<file path="src/core/fti_pkg.sv">
// shared constants and types for the fan tach and intrusion monitor
package fti_pkg;

	// ----------------------------------------------------------------
	// clocking and timing
	// ----------------------------------------------------------------
	localparam int unsigned CLK_HZ    = 200_000_000;
	localparam int unsigned REF_HZ    = 22_500;   // 22.5 kHz reference
	localparam int unsigned PULSE_MS  = 20;       // intrusion reset pulse
	// reference period rounds down, pulse length rounds down
	localparam int unsigned REF_DIV   = CLK_HZ / REF_HZ;
	localparam int unsigned PULSE_CYC =
		(CLK_HZ / 1000) * PULSE_MS;

	// ----------------------------------------------------------------
	// bus and data widths
	// ----------------------------------------------------------------
	localparam int unsigned AW   = 8;
	localparam int unsigned DW   = 8;
	localparam int unsigned NFAN = 2;

	// ----------------------------------------------------------------
	// register offsets
	// ----------------------------------------------------------------
	localparam logic [AW-1:0] A_CFG    = 8'h00;
	localparam logic [AW-1:0] A_CHMODE = 8'h01;
	localparam logic [AW-1:0] A_FANDIV = 8'h02;
	localparam logic [AW-1:0] A_VAL_A  = 8'h03;
	localparam logic [AW-1:0] A_VAL_B  = 8'h04;
	localparam logic [AW-1:0] A_LIM_A  = 8'h05;
	localparam logic [AW-1:0] A_LIM_B  = 8'h06;
	localparam logic [AW-1:0] A_STAT   = 8'h07;
	localparam logic [AW-1:0] A_MASK   = 8'h08;
	localparam logic [AW-1:0] A_CICLR  = 8'h09;

	// ----------------------------------------------------------------
	// field positions
	// ----------------------------------------------------------------
	localparam int unsigned CFG_START  = 0;
	localparam int unsigned CFG_INTEN  = 1;
	localparam int unsigned CFG_INTCLR = 3;
	localparam int unsigned CI_BIT     = 7;
	localparam int unsigned DIV_LSB    = 4;   // 2 bits per fan from here
	localparam int unsigned VID_W      = 4;
	localparam int unsigned ST_INTR    = 2;   // fans use bits 0 and 1

	// ----------------------------------------------------------------
	// reset values
	// ----------------------------------------------------------------
	localparam logic [DW-1:0] CFG_RST  = 8'h00;
	localparam logic [DW-1:0] MASK_RST = 8'h00;
	localparam logic [DW-1:0] LIM_RST  = 8'hFF;
	localparam logic [DW-1:0] CNT_FULL = 8'hFF;
	localparam logic [1:0]    DIV_RST  = 2'h1;  // divide by 2
	localparam logic [NFAN-1:0] CHM_RST = 2'h0; // both pins are tach

	// sequencer states
	typedef enum logic [2:0] {
		S_IDLE = 3'b000,
		S_ARM  = 3'b001,
		S_P1   = 3'b010,
		S_P2   = 3'b011,
		S_DONE = 3'b100
	} fti_state_t;

endpackage

</file>
<file path="src/core/fti_tach_sync.sv">
// tach input synchroniser and rising edge detector
`timescale 1ns/1ps
module fti_tach_sync (
	input  wire logic sys_clk,
	input  wire logic sys_rst,
	input  wire logic tach_raw,
	output logic      tach_rise
);

	logic s1_r;
	logic s2_r;
	logic s3_r;

	// ----------------------------------------------------------------
	// two stage sync, then a history flop for the edge
	// ----------------------------------------------------------------
	// s1 feeds only s2; slow tach slopes can sit near threshold
	always_ff @(posedge sys_clk) begin
		if (sys_rst) begin
			s1_r      <= 1'b0;
			s2_r      <= 1'b0;
			s3_r      <= 1'b0;
			tach_rise <= 1'b0;
		end else begin
			s1_r      <= tach_raw;
			s2_r      <= s1_r;
			s3_r      <= s2_r;
			tach_rise <= s2_r & ~s3_r;
		end
	end

endmodule

</file>
<file path="src/core/fti_top.sv">
// fan period measurement, limit status, interrupt and intrusion logic
//
// The address-and-strobe port and the address map are this design's own decisions.
`timescale 1ns/1ps
module fti_top #(
	parameter int unsigned REF_DIV   = fti_pkg::REF_DIV,
	parameter int unsigned PULSE_CYC = fti_pkg::PULSE_CYC
) (
	input  wire logic                       sys_clk,
	input  wire logic                       sys_rst,
	input  wire logic [fti_pkg::AW-1:0]     reg_addr,
	input  wire logic [fti_pkg::DW-1:0]     reg_wdata,
	input  wire logic                       reg_wr,
	input  wire logic                       reg_rd,
	output logic      [fti_pkg::DW-1:0]     reg_rdata,
	input  wire logic                       tach_input_a,
	input  wire logic                       tach_input_b,
	input  wire logic [fti_pkg::VID_W-1:0]  vid_in,
	input  wire logic                       intrusion_pin_i,
	output logic                            intrusion_pin_o,
	output logic                            intrusion_pin_oe,
	output logic                            int_n
);

	localparam int RW = $clog2(REF_DIV);
	localparam int PW = $clog2(PULSE_CYC + 1);
	localparam int DW = fti_pkg::DW;
	localparam int NF = fti_pkg::NFAN;

	// ----------------------------------------------------------------
	// registers and state
	// ----------------------------------------------------------------
	logic [DW-1:0]          cfg_r;
	logic [NF-1:0]          chmode_r;
	logic [2*NF-1:0]        fandiv_r;
	logic [DW-1:0]          lim_r [NF];
	logic [DW-1:0]          val_r [NF];
	logic [DW-1:0]          mask_r;
	logic [DW-1:0]          stat_r;
	logic [DW-1:0]          stat_nxt;
	logic [DW-1:0]          rdata_nxt;
	logic [RW-1:0]          ref_cnt_r;
	logic [2:0]             pre_cnt_r;
	logic [PW-1:0]          pulse_cnt_r;
	logic                   pulse_oe_r;
	logic [DW-1:0]          cnt_r;
	logic [DW-1:0]          cnt_nxt;
	logic                   fan_sel_r;
	logic                   fan_sel_nxt;
	fti_pkg::fti_state_t    state_r;
	logic [NF-1:0]          tach_raw;
	logic [NF-1:0]          tach_rise;
	logic                   ref_tick;
	logic                   cnt_tick;
	logic                   run;
	logic [NF-1:0]          fan_en;
	logic                   edge_seen;
	logic                   at_full;
	logic                   fan_oor;
	logic                   upd;
	logic                   wr_cfg;
	logic                   wr_ci;
	logic                   rd_stat;
	logic                   int_act;

	// true when the prescaled count should advance this reference tick
	function automatic logic div_hit(input logic [1:0] sel,
		input logic [2:0] pc);
		logic hit;
		hit = 1'b0;
		case (sel)
			2'h0:    hit = 1'b1;
			2'h1:    hit = (pc[0] == 1'b0);
			2'h2:    hit = (pc[1:0] == 2'h0);
			default: hit = (pc == 3'h0);
		endcase
		return hit;
	endfunction

	// ----------------------------------------------------------------
	// tach synchronisers
	// ----------------------------------------------------------------
	assign tach_raw = {tach_input_b, tach_input_a};

	genvar gi;
	generate
		for (gi = 0; gi < NF; gi++) begin : g_sync
			fti_tach_sync u_sync (
				.sys_clk   (sys_clk),
				.sys_rst   (sys_rst),
				.tach_raw  (tach_raw[gi]),
				.tach_rise (tach_rise[gi])
			);
		end
	endgenerate

	// ----------------------------------------------------------------
	// reference enable and prescaler
	// ----------------------------------------------------------------
	assign ref_tick = (ref_cnt_r == RW'(REF_DIV - 1));

	// one pulse per reference period stands in for the 22.5 kHz clock
	always_ff @(posedge sys_clk) begin
		if (sys_rst || ref_tick) begin
			ref_cnt_r <= '0;
		end else begin
			ref_cnt_r <= ref_cnt_r + RW'(1);
		end
	end

	// free running prescale phase; one phase serves both fans
	always_ff @(posedge sys_clk) begin
		if (sys_rst) begin
			pre_cnt_r <= 3'h0;
		end else if (ref_tick) begin
			pre_cnt_r <= pre_cnt_r + 3'h1;
		end
	end

	// counting rate gives count = 1.35e6 / (rpm * divisor)
	assign cnt_tick = ref_tick &
		div_hit(fandiv_r[2*fan_sel_r +: 2], pre_cnt_r);

	// ----------------------------------------------------------------
	// measurement sequencer
	// ----------------------------------------------------------------
	// analog conversion is not tied to this loop beyond the start bit
	assign run = cfg_r[fti_pkg::CFG_START] &
		~cfg_r[fti_pkg::CFG_INTCLR];
	assign fan_en    = ~chmode_r;
	assign edge_seen = tach_rise[fan_sel_r];
	assign at_full   = (cnt_r == fti_pkg::CNT_FULL);
	assign cnt_nxt   = (cnt_tick && !at_full) ?
		cnt_r + DW'(1) : cnt_r;
	assign upd       = (state_r == fti_pkg::S_DONE);
	// a disabled next fan is skipped, so one fan loops on itself
	assign fan_sel_nxt = fan_en[~fan_sel_r] ? ~fan_sel_r : fan_sel_r;

	// walk the fans in turn, two tach periods each
	always_ff @(posedge sys_clk) begin
		if (sys_rst) begin
			state_r   <= fti_pkg::S_IDLE;
			fan_sel_r <= 1'b0;
			cnt_r     <= '0;
		end else if (!run && state_r != fti_pkg::S_IDLE) begin
			state_r <= fti_pkg::S_IDLE;
		end else begin
			case (state_r)
				fti_pkg::S_IDLE: begin
					if (run && |fan_en) begin
						fan_sel_r <= ~fan_en[0];
						cnt_r     <= '0;
						state_r   <= fti_pkg::S_ARM;
					end
				end
				fti_pkg::S_ARM: begin
					// a stalled fan never edges: time out at full scale
					if (edge_seen) begin
						cnt_r   <= '0;
						state_r <= fti_pkg::S_P1;
					end else begin
						cnt_r <= cnt_nxt;
						if (cnt_nxt == fti_pkg::CNT_FULL) begin
							state_r <= fti_pkg::S_DONE;
						end
					end
				end
				fti_pkg::S_P1: begin
					cnt_r <= cnt_nxt;
					if (cnt_nxt == fti_pkg::CNT_FULL) begin
						state_r <= fti_pkg::S_DONE;
					end else if (edge_seen) begin
						state_r <= fti_pkg::S_P2;
					end
				end
				fti_pkg::S_P2: begin
					cnt_r <= cnt_nxt;
					if (edge_seen || cnt_nxt == fti_pkg::CNT_FULL) begin
						state_r <= fti_pkg::S_DONE;
					end
				end
				fti_pkg::S_DONE: begin
					fan_sel_r <= fan_sel_nxt;
					cnt_r     <= '0;
					// both pins given to the analog side: park until one returns
					if (fan_en == '0) begin
						state_r <= fti_pkg::S_IDLE;
					end else begin
						state_r <= fti_pkg::S_ARM;
					end
				end
				default: begin
					state_r <= fti_pkg::S_IDLE;
				end
			endcase
		end
	end

	// ----------------------------------------------------------------
	// value store and limit compare
	// ----------------------------------------------------------------
	// larger count means slower fan, so only the low-speed side matters
	assign fan_oor = (cnt_r > lim_r[fan_sel_r]);

	// finished counts land here and stay readable between updates
	always_ff @(posedge sys_clk) begin
		if (sys_rst) begin
			val_r[0] <= '0;
			val_r[1] <= '0;
		end else if (upd) begin
			val_r[fan_sel_r] <= cnt_r;
		end
	end

	// ----------------------------------------------------------------
	// register bus decode
	// ----------------------------------------------------------------
	assign wr_cfg  = reg_wr && (reg_addr == fti_pkg::A_CFG);
	assign wr_ci   = reg_wr && (reg_addr == fti_pkg::A_CICLR) &&
		reg_wdata[fti_pkg::CI_BIT];
	assign rd_stat = reg_rd && (reg_addr == fti_pkg::A_STAT);

	// software writable configuration
	always_ff @(posedge sys_clk) begin
		if (sys_rst) begin
			cfg_r    <= fti_pkg::CFG_RST;
			chmode_r <= fti_pkg::CHM_RST;
			fandiv_r <= {fti_pkg::DIV_RST, fti_pkg::DIV_RST};
			lim_r[0] <= fti_pkg::LIM_RST;
			lim_r[1] <= fti_pkg::LIM_RST;
			mask_r   <= fti_pkg::MASK_RST;
		end else if (reg_wr) begin
			case (reg_addr)
				fti_pkg::A_CFG:    cfg_r    <= reg_wdata;
				fti_pkg::A_CHMODE: chmode_r <= reg_wdata[NF-1:0];
				fti_pkg::A_FANDIV: begin
					fandiv_r <= reg_wdata[fti_pkg::DIV_LSB +: 2*NF];
				end
				fti_pkg::A_LIM_A:  lim_r[0] <= reg_wdata;
				fti_pkg::A_LIM_B:  lim_r[1] <= reg_wdata;
				fti_pkg::A_MASK:   mask_r   <= reg_wdata;
				default: begin
				end
			endcase
		end
	end

	// ----------------------------------------------------------------
	// interrupt status
	// ----------------------------------------------------------------
	// read clears first; a same-cycle update or intrusion level wins
	always_comb begin
		stat_nxt = rd_stat ? '0 : stat_r;
		if (upd) begin
			stat_nxt[fan_sel_r] = fan_oor;
		end
		// our own reset pulse holds the pin low, so ignore it then
		if (intrusion_pin_i && !pulse_oe_r) begin
			stat_nxt[fti_pkg::ST_INTR] = 1'b1;
		end
	end

	// status register, untouched by the interrupt clear bit
	always_ff @(posedge sys_clk) begin
		if (sys_rst) begin
			stat_r <= '0;
		end else begin
			stat_r <= stat_nxt;
		end
	end

	// ----------------------------------------------------------------
	// interrupt output
	// ----------------------------------------------------------------
	assign int_act = |(stat_r & ~mask_r);

	// registered so the pin never glitches during decode
	always_ff @(posedge sys_clk) begin
		if (sys_rst) begin
			int_n <= 1'b1;
		end else begin
			int_n <= ~(int_act & cfg_r[fti_pkg::CFG_INTEN] &
				~cfg_r[fti_pkg::CFG_INTCLR]);
		end
	end

	// ----------------------------------------------------------------
	// intrusion latch reset pulse
	// ----------------------------------------------------------------
	// a rewrite during a pulse restarts the full length
	always_ff @(posedge sys_clk) begin
		if (sys_rst) begin
			pulse_cnt_r <= '0;
			pulse_oe_r  <= 1'b0;
		end else if (wr_ci) begin
			pulse_cnt_r <= PW'(PULSE_CYC);
			pulse_oe_r  <= 1'b1;
		end else begin
			if (pulse_cnt_r != '0) begin
				pulse_cnt_r <= pulse_cnt_r - PW'(1);
			end
			pulse_oe_r <= (pulse_cnt_r > PW'(1));
		end
	end

	// open drain: only ever drives low
	assign intrusion_pin_o  = 1'b0;
	assign intrusion_pin_oe = pulse_oe_r;

	// ----------------------------------------------------------------
	// read path
	// ----------------------------------------------------------------
	always_comb begin
		rdata_nxt = '0;
		case (reg_addr)
			fti_pkg::A_CFG:    rdata_nxt = cfg_r;
			fti_pkg::A_CHMODE: rdata_nxt = DW'(chmode_r);
			fti_pkg::A_FANDIV: rdata_nxt = {fandiv_r, vid_in};
			fti_pkg::A_VAL_A:  rdata_nxt = val_r[0];
			fti_pkg::A_VAL_B:  rdata_nxt = val_r[1];
			fti_pkg::A_LIM_A:  rdata_nxt = lim_r[0];
			fti_pkg::A_LIM_B:  rdata_nxt = lim_r[1];
			fti_pkg::A_STAT:   rdata_nxt = stat_r;
			fti_pkg::A_MASK:   rdata_nxt = mask_r;
			fti_pkg::A_CICLR: begin
				rdata_nxt[fti_pkg::CI_BIT] = pulse_oe_r;
			end
			default:           rdata_nxt = '0;
		endcase
	end

	// read data stands one cycle after the strobe, zero otherwise
	always_ff @(posedge sys_clk) begin
		if (sys_rst) begin
			reg_rdata <= '0;
		end else begin
			reg_rdata <= reg_rd ? rdata_nxt : '0;
		end
	end

endmodule

</file>
<file path="config.mk">
export PLATFORM = sky130hd
export DESIGN_NAME = fti_top
export DESIGN_NICKNAME = d
export VERILOG_FILES = /design/src/core/fti_pkg.sv /design/src/core/fti_tach_sync.sv /design/src/core/fti_top.sv
export SDC_FILE = /design/constraint.sdc
export NUM_CORES = 1
export LEC_CHECK = 0
export BUFFER_PORTS_ARGS = -buffer_cell sky130_fd_sc_hd__buf_2
export CAP_MARGIN = 20
export CORE_UTILIZATION = 55
export CTS_CLUSTER_SIZE = 30
export DETAILED_ROUTE_END_ITERATION = 7
export PLACE_DENSITY = 0.76
export SETUP_SLACK_MARGIN = 0.5
export SLEW_MARGIN = 5
export SYNTH_ARGS = -nofsm -noshare
export SYNTH_HDL_FRONTEND = slang
export SYNTH_SLANG_ARGS = --single-unit
</file>
<file path="constraint.sdc">
create_clock -name sys_clk -period 2.4 [get_ports sys_clk]
set_input_delay 0.12 -clock sys_clk [delete_from_list [all_inputs] [get_ports sys_clk]]
set_output_delay 0.12 -clock sys_clk [all_outputs]
set_load 0.05 [all_outputs]
</file>
==> results.ini, run 1 <==
[logic_synthesis]
synth_seq_cells = 132
synth_top_family_by_area = simple AND/OR/NAND/NOR gates
yosys.area_share.simple = 0.241
yosysWarnings = 0
synth_area_um2 = 6270
synth_cell_type_count = 62
synthFlopType = dfxtp_1
synth.avg_cell_area_um2 = 9.25
synth_top_cell_by_area = dfxtp_1
synth-async-reset-ratio = 0
synth.mux.area_fraction = 0.0575
postSynthCellCount = 678
synth.top_cell.area_share = 0.319
synthAdderAreaFrac = 0.0299
syn_nets = 720
synth_xor_area_frac = 0.0405
ys_top_cells_by_area = dfxtp_1 32%, edfxtp_1 15%, nor2_1 4.4%
synth-edff-count = 32
synth-seq-area-share = 0.473
synth_compound_area_frac = 0.123

[layout]
fin_util = 0.734
final_cell_area_um2 = 8060
drive_above_1_share = 0.279
diodes = 0
post_layout_nonfiller_instances = 918
nFillCells = 745
nNetsFinal = 807
synthToLayoutAreaGrowth_pct = 28.6

[detailed_routing]
totalWireLength_mm = 17.5
wl_met2_mm = 8.72
route.met3.wl_mm = 1.32
ant_nets = 0
post_drt_wl_per_cell_um = 19.0
first_pass_iters = 6
wl_met1_mm = 6.82
first_iter_violations = 408
top_layer = met4
drc = 0
vias = 5611
viasPerCell = 6.11

[sta]
relSlewSlack = 0.498
finalSetupViolCount = 0
fin_skew_ps = 8.18
timing.hold.ws_ps = 15.8
finalHoldViolations = 0
min_period_ps = 2360
max_freq_mhz = 423
setup-tns-final_ps = 0
setup_slack_ps = 37.1
fin_crit_sh = 0.985
timing.final.max_slew_violations = 0
rsz0062_at_grt = yes
tightestPinTransition_ps = 747

[clock_network]
cts_sinks = 132
clk_pin_slew_ps = 60
numCtsBuffers = 17
worstSkewPairLatency_ps = 420
htree_levels = 4
clk_path_buf_depth = 2
tritoncts = done
clockRootBuffer = clkbuf_16

[floorplan]
die_x_um = 109
rows = 38
start_util = 0.571
fp.dieH_um = 109
core_um2 = 11000
dieArea_um2 = 11800
io_pins = 38

[pwr]
pwr-share-comb = 0.268
total_power_mw = 7.30
ir_drop_mv = 1.02
p_leak_nw = 3.06
power_density_nw_per_um2 = 906
p_seq_frac = 0.364
switchingPower_mw = 2.20
clockPowerShare = 0.368
intPower_mw = 5.10
swShare = 0.301

[critical_path]
crit_arrival_ps = 2640
endpoint_kind = flip-flop
crit_path_start_kind = flip-flop
setup.worst_path.class = reg -> reg
required_ps = 2680
critPathMaxFanout = 5

[place]
placed_cells = 849
portBuffers = 36
place_area_um2 = 6790
pre_cts_ws_ps = 4.50
dp_hpwl_mm = 11.4
gp_congestion = 0.940

[grt]
grt_pass1_vias = 5302
grt_max_degree = 40
grt_overflow = 0
grt_pass1_wl_mm = 26.2
antenna_found_initial = 0
groute.usage.overall = 0.296

[run_status]
status = finished clean

[min_path]
hold_path_class = in -> reg

[run]
drv_cap = 0

-- logic make-up (layout without fill, tap and decap cells) --
group	count (synthesis)	after routing
multiplexers	33	33
flip-flops	132	132
AND/OR/NAND/NOR	290	290
AO/OA/AOI/OAI	122	122
adder cells (fa/ha/maj)	15	15
other	1	1
XOR/XNOR	29	29
buffers and inverters	56	156
-- layer usage --
| layer | up-vias | track usage |
|---|---|---|
| li1 | 2611 | - |
| met1 | 2697 | 0.342 |
| met2 | 248 | 0.496 |
| met3 | 55 | 0.0926 |
| met4 | 0 | 0.140 |
| met5 | - | 0 |
-- power by group through the flow --
stage / combinational, mW / clock, mW / sequential (mW)
global placement: 1.24 / 0 / 2.64
global route: 2.10 / 2.81 / 2.67
CTS: 1.53 / 2.69 / 2.61
detailed placement: 1.30 / 0 / 2.64
floorplan: 0.933 / 0 / 2.63
finish: 1.96 / 2.69 / 2.66
-- state kept, by name (all words and copies together), names as in the netlist, 3 cells and up, named ones only --
signal,flops
lim_r,16
ref_cnt_r,14
pre_cnt_r,3
pulse_cnt_r,22
stat_r,8
state_r,3
fandiv_r,4
cfg_r,8
reg_rdata,8
val_r,16
cnt_r,8
mask_r,8
-- worst max-delay path, cell delays in order (launching register included) --
cell	delay, ps
dfxtp_2	310
or4_4	530
or4_4	440
or4_4	480
nand3_4	120
nor4_1	70
xnor2_1	160
a21oi_1	100
-- final cells by class --
cell class | instances | area, um2 | area share
inverter | 22 | 82.6 | 0.0102
sequential | 132 | 2980 | 0.370
timing repair buffer | 102 | 749 | 0.0930
multi-input combinational | 490 | 3450 | 0.429
clock buffer | 19 | 464 | 0.0576
tap | 140 | 175 | 0.0217
clock inverter | 13 | 155 | 0.0192
-- placed cells by master, fill, tap and decap left out, types with 7 or more instances in the layout --
| cell type | count |
|---|---|
| dfxtp_1 | 88 |
| nor2_1 | 67 |
| nand2_1 | 49 |
| buf_4 | 45 |
| a21oi_1 | 44 |
| nand3_1 | 36 |
| buf_2 | 36 |
| edfxtp_1 | 32 |
| mux2i_1 | 26 |
| inv_1 | 22 |
| clkbuf_16 | 18 |
| and2_1 | 17 |
| buf_6 | 17 |
| nor2b_1 | 16 |
| and3_1 | 15 |
| xor2_1 | 15 |
| o21ai_0 | 12 |
| ha_1 | 12 |
| or2_2 | 11 |
| xnor2_1 | 11 |
| dfxtp_2 | 11 |
| nor3_1 | 10 |
| a22oi_1 | 8 |
| nand4_1 | 7 |
-- cells in the mapped netlist (11+ instances only) --
cell type and n:
edfxtp_1 32, inv_1 22, clkbuf_1 27, dfxtp_1 100, a21oi_1 50, and2_1 17, or2_2 11, xor2_1 16
and3_1 15, nor2_1 73, mux2i_1 27, nand2_1 54, nand3_1 38, nor4_1 12, xnor2_1 13, nor3_1 12
ha_1 15, nor2b_1 17, o21ai_0 16
-- timing repair --
item | 4_1_cts | 5_1_grt
setup endpoints to repair | 36 | 36
buffers inserted | 17 | 16
cloned | 0 | 0
hold endpoints to repair | 5 | 0
gates resized for setup | 38 | 48
pin swaps | 27 | 31
hold buffers | 4 | 0
-- final timing paths --
path                               from                    endpoint  slack [ps]  cells after the start
hold reg to reg   g_sync[1].u_sync.s3_r  g_sync[1].u_sync.tach_rise         380                      1
setup / recovery        pulse_cnt_r[11]             pulse_cnt_r[11]          40                      7
hold / removal             reg_wdata[6]                   mask_r[6]          20                      3
setup reg to reg        pulse_cnt_r[11]             pulse_cnt_r[11]          40                      7
(Power assumes the default switching activity.)
==> run 2, diff against run 1 <==
CORE_UTILIZATION = 25   (was 55)
PLACE_DENSITY = default   (was 0.76)
==> results.ini, run 2 (synthesized netlist as in run 1, its figures left out) <==
[grt]
grt_max_degree = 47  ; +18%
groute.usage.overall = 0.134  ; -0.162
grt_overflow = 0  ; unchanged
antenna_found_initial = 0  ; unchanged
grt_pass1_wl_mm = 27.1  ; +3.3%
grt_pass1_vias = 5220  ; -1.5%

[pwr]
switchingPower_mw = 2.00  ; -9.2%
pwr-share-comb = 0.233  ; -0.035
power_density_nw_per_um2 = 827  ; -8.7%
p_leak_nw = 3.04  ; -0.51%
swShare = 0.293  ; -0.00784
ir_drop_mv = 0.527  ; -48%
p_seq_frac = 0.382  ; +0.018
clockPowerShare = 0.385  ; +0.017
total_power_mw = 6.81  ; -6.7%
intPower_mw = 4.81  ; -5.7%

[detailed_routing]
ant_nets = 0  ; unchanged
vias = 5339  ; -4.8%
viasPerCell = 4.82  ; -21%
totalWireLength_mm = 16.7  ; -4.7%
first_pass_iters = 5  ; -1
post_drt_wl_per_cell_um = 15.0  ; -21%
drc = 0  ; unchanged
first_iter_violations = 419  ; +2.7%

[critical_path]
cp_cell_sequence = or4_4, or4_4, or4_4, nand3_4, or3_4, xor2_2, nor2_1
setup.worst_path.class = reg -> reg
critPathMaxFanout = 4  ; -1
crit_top_cell = or4_4
critPathBufInv = 0  ; unchanged
crit_path_start_kind = flip-flop
crit_family = simple AND/OR/NAND/NOR gates
required_ps = 2720  ; +40 ps
crit_path_top_delay_cell = or4_4
cp_slowest_stage_delay_ps = 530  ; about the same
endpoint_kind = flip-flop
crit_arrival_ps = 2660  ; +20 ps

[sta]
setup-tns-final_ps = 0  ; unchanged
tightestPinTransition_ps = 636  ; -111 ps
fin_crit_sh = 0.979  ; -0.00591
finalHoldViolations = 0  ; unchanged
max_freq_mhz = 426  ; +0.60%
finalSetupViolCount = 0  ; unchanged
rsz0062_at_grt = yes
min_period_ps = 2350  ; -14.2 ps
relSlewSlack = 0.572  ; +0.0746
timing.final.max_slew_violations = 0  ; unchanged
fin_skew_ps = 6.58  ; -1.60 ps

[floorplan]
die_x_um = 160  ; +47%
io_pins = 38  ; unchanged
dieArea_um2 = 25700  ; +120%
start_util = 0.256  ; -0.315
core_um2 = 24500  ; +120%
rows = 57  ; +50%
fp.dieH_um = 160  ; +47%

[layout]
final_cell_mix = 88 x dfxtp_1, 68 x nor2_1, 53 x buf_4, 52 x nand2_1, 48 x a21oi_1
regMostFlops = pulse_cnt_r
synthToLayoutAreaGrowth_pct = 31.4
post_layout_nonfiller_instances = 1108  ; +21%
drive_above_1_share = 0.260  ; -0.0187
largestRegisters = pulse_cnt_r: 22 flops, lim_r: 16 flops, val_r: 16 flops
largest_register_ffs = 22  ; unchanged
nNetsFinal = 813  ; +0.74%
layout_commonest_cell = dfxtp_1
diodes = 0  ; unchanged

[clock_network]
clk_path_buf_depth = 2  ; unchanged
tritoncts = done
clockRootBuffer = clkbuf_16
cts_sinks = 132  ; unchanged
worstSkewPairLatency_ps = 430  ; about the same
numCtsBuffers = 17  ; unchanged
htree_levels = 4  ; unchanged
clk_pin_slew_ps = 60  ; about the same

[place]
portBuffers = 36  ; unchanged
dp_hpwl_mm = 11.7  ; +2.1%
gp_congestion = 0.855  ; -9.1%
placed_cells = 1045  ; +23%

[run]
drv_cap = 0  ; unchanged

[min_path]
hold_path_class = in -> reg

[run_status]
status = finished clean

-- run 2: changes by cell type in the layout (fill, tap and decap cells not counted), moves of 3 or more --
cell / before / now
nand2_1: 49 / 52
buf_4: 45 / 53
clkinvlp_4: 5 / 1
a21oi_1: 44 / 48
buf_6: 17 / 8
a21oi_2: 6 / 2
dlygate4sd3_1: 4 / 10
-- run 2: final cells by class --
class	count	area, um2
clock buffers	21	472
clock inverters	11	124
fillers	2442	16200
inverters	22	82.6
multi-input cells	490	3380
flip-flops and latches	132	2990
well taps	324	405
repair buffers	108	788
-- run 2: timing repair --
item | 4_1_cts | 5_1_grt
hold buffers | 10 | 0
endpoints found under the setup margin | 36 | 37
pin swaps | 17 | 21
setup buffers | 11 | 10
hold endpoints to repair | 12 | 0
gates resized for setup | 21 | 43
-- run 2: path summary, 6_finish.rpt --
kind              slack (ps)                   from  cells past startpoint                          to
setup / recovery          50        pulse_cnt_r[11]                      7             pulse_cnt_r[13]
hold reg to reg          380  g_sync[1].u_sync.s3_r                      1  g_sync[1].u_sync.tach_rise
hold / removal            10           reg_wdata[1]                      3                   mask_r[1]
setup reg to reg          50        pulse_cnt_r[11]                      7             pulse_cnt_r[13]
-- run 2: metal layers --
layer / vias up / wire length (um) / global-route usage
met2: 151 / 7740 / 0.219
met5: - / 0 / 0
li1: 2625 / - / -
met4: 0 / 470 / 0.0615
met1: 2528 / 7570 / 0.164
met3: 35 / 883 / 0.0349
-- run 2: tightest hold or removal path, stage by stage --
cell	delay, ps
buf_2	140
nand3_1	70
a21oi_1	50
-- run 2: power groups by stage --
stage          clock network [mW]  logic, mW  registers [mW]
2_1_floorplan                   0      0.933            2.63
3_3_place_gp                    0       1.29            2.64
3_5_place_dp                    0       1.29            2.64
4_1_cts                      2.66       1.42            2.59
5_1_grt                      2.76       1.75            2.63
6_report                     2.62       1.58            2.60
-- run 2: per-stage QoR --
step	hold slack, ps	setup slack, ps	area (um2)	util
final	11.0	51.3	8240	0.337
after CTS	2.85	59.4	7980	0.326
after global placement	341	48.3	7120	0.291
after global routing	46.7	-22.6	8240	0.337
after detailed placement	337	30.8	7120	0.291
after floorplan	199	57.7	6370	-
==> run 3, diff against run 2 <==
CORE_ASPECT_RATIO = 1.2   (was default)
RECOVER_POWER = 50   (was default)
==> results.ini, run 3 (synthesized netlist as in run 1, its figures left out) <==
[critical_path]
r2r_cells = 6  ; -1
crit_path_start_kind = flip-flop
crit_arrival_ps = 2690  ; +30 ps
r2r_setup_slack_ps = 70  ; +20 ps
critPathMaxFanout = 3  ; -1
setup.worst_path.class = reg -> reg
endpoint_kind = flip-flop
required_ps = 2750  ; +30 ps

[sta]
tightestPinTransition_ps = 806  ; +171 ps
rsz0062_at_grt = yes
setup_slack_ps = 68.4  ; +17.1 ps
finalSetupViolCount = 0  ; unchanged
finalHoldViolations = 0  ; unchanged
fin_skew_ps = 9.59  ; +3.01 ps
max_freq_mhz = 429  ; +0.73%
relSlewSlack = 0.457  ; -0.116
min_period_ps = 2330  ; -17.1 ps
timing.final.max_slew_violations = 0  ; unchanged
fin_crit_sh = 0.971  ; -0.00714

[layout]
synthToLayoutAreaGrowth_pct = 30.7
largestRegisters = pulse_cnt_r: 22 flops, lim_r: 16 flops, val_r: 16 flops
diodes = 0  ; unchanged
post_layout_nonfiller_instances = 1105  ; -0.27%
nFillCells = 2504  ; +2.5%
drive_above_1_share = 0.244  ; -0.0166
final_cell_area_um2 = 8200  ; -0.47%
nNetsFinal = 809  ; -0.49%
regMostFlops = pulse_cnt_r
largest_register_ffs = 22  ; unchanged
layout_commonest_cell = dfxtp_1
final_cell_mix = 87 x dfxtp_1, 66 x nor2_1, 49 x nand2_1, 47 x a21oi_1, 46 x buf_4

[clock_network]
numCtsBuffers = 17  ; unchanged
clk_path_buf_depth = 2  ; unchanged
cts_sinks = 132  ; unchanged
htree_levels = 4  ; unchanged
tritoncts = done
clk_pin_slew_ps = 60  ; about the same
worstSkewPairLatency_ps = 430  ; about the same
clockRootBuffer = clkbuf_16

[place]
dp_hpwl_mm = 12.1  ; +3.9%
placed_cells = 1037  ; -0.77%
place_area_um2 = 7040  ; -1.1%
pre_cts_ws_ps = 34.8  ; +4.03 ps
portBuffers = 36  ; unchanged
gp_congestion = 0.897  ; +4.9%

[pwr]
power_density_nw_per_um2 = 845  ; +2.2%
ir_drop_mv = 0.521  ; -1.1%
total_power_mw = 6.92  ; +1.7%
p_leak_nw = 2.96  ; -2.7%

[detailed_routing]
top_layer = met4
totalWireLength_mm = 17.2  ; +3.0%
post_drt_wl_per_cell_um = 15.5  ; +3.3%
route.met3.wl_um = 880  ; -0.34%
viasPerCell = 4.87  ; +1.1%
wl_met2_mm = 8.29  ; +7.1%
drc = 0  ; unchanged
first_pass_iters = 5  ; unchanged
first_iter_violations = 341  ; -19%
ant_nets = 0  ; unchanged
vias = 5385  ; +0.86%
wl_met1_mm = 7.44  ; -1.6%

[floorplan]
fp.dieH_um = 175  ; +9.4%
die_x_um = 147  ; -8.6%
start_util = 0.254  ; -0.00218
io_pins = 38  ; unchanged
rows = 63  ; +11%
dieArea_um2 = 25700  ; about the same
core_um2 = 24700  ; +0.86%

[min_path]
hold_path_class = in -> reg
hold_depth = 3  ; unchanged

[run_status]
status = finished clean

[grt]
groute.usage.overall = 0.136  ; +0.00240
grt_overflow = 0  ; unchanged
grt_pass1_wl_mm = 26.9  ; -0.46%
grt_max_degree = 34  ; -28%
grt_pass1_vias = 5148  ; -1.4%
antenna_found_initial = 0  ; unchanged

[run]
drv_cap = 0  ; unchanged

## run 3: cell type report
cell class                 count  area [um2]  area share
multi-input combinational    490        3390       0.414
inverter                      22        82.6      0.0101
tap                          325         407      0.0496
clock inverter                11         153      0.0186
timing repair buffer         104         721      0.0879
clock buffer                  21         450      0.0550
sequential                   132        2990       0.365
## run 3: worst paths after layout
kind                              start                         end
setup / recovery        pulse_cnt_r[11]              pulse_cnt_r[1]
hold reg to reg   g_sync[0].u_sync.s3_r  g_sync[0].u_sync.tach_rise
setup reg to reg        pulse_cnt_r[11]              pulse_cnt_r[1]
hold / removal             reg_wdata[4]                   mask_r[4]
## run 3: power breakdown
| part | internal (mW) | switching (mW) | total (mW) |
|---|---|---|---|
| sequential | 2.44 | 0.177 | 2.62 |
| combinational | 0.802 | 0.841 | 1.64 |
| clock | 1.67 | 0.999 | 2.66 |
## run 3: layer usage
metal | global-route usage | up-vias
li1 | - | 2603
met1 | 0.161 | 2574
met2 | 0.231 | 170
met3 | 0.0306 | 38
met4 | 0.0681 | 0
met5 | 0 | -
## run 3: repair_timing
item | CTS | global route
hold endpoints to repair | 11 | 1
resized for setup | 43 | 29
buffers inserted | 21 | 6
endpoints found under the setup margin | 36 | 46
hold buffers | 8 | 1
pin swaps | 27 | 18
## run 3: per-stage QoR
step | utilization | hold slack (ps) | setup TNS, ps
final | 0.332 | 34.5 | 0
after global routing | 0.332 | 28.5 | -43.4
after CTS | 0.326 | 4.60 | 0
after detailed placement | 0.286 | 340 | 0
after global placement | 0.286 | 340 | 0
after floorplan | - | 199 | 0
## run 3: critical path, stage by stage (launching register included)
cell	delay [ps]
dfxtp_2	320
or4_4	530
or4_4	440
or4_4	530
buf_4	160
buf_6	110
a211oi_2	190
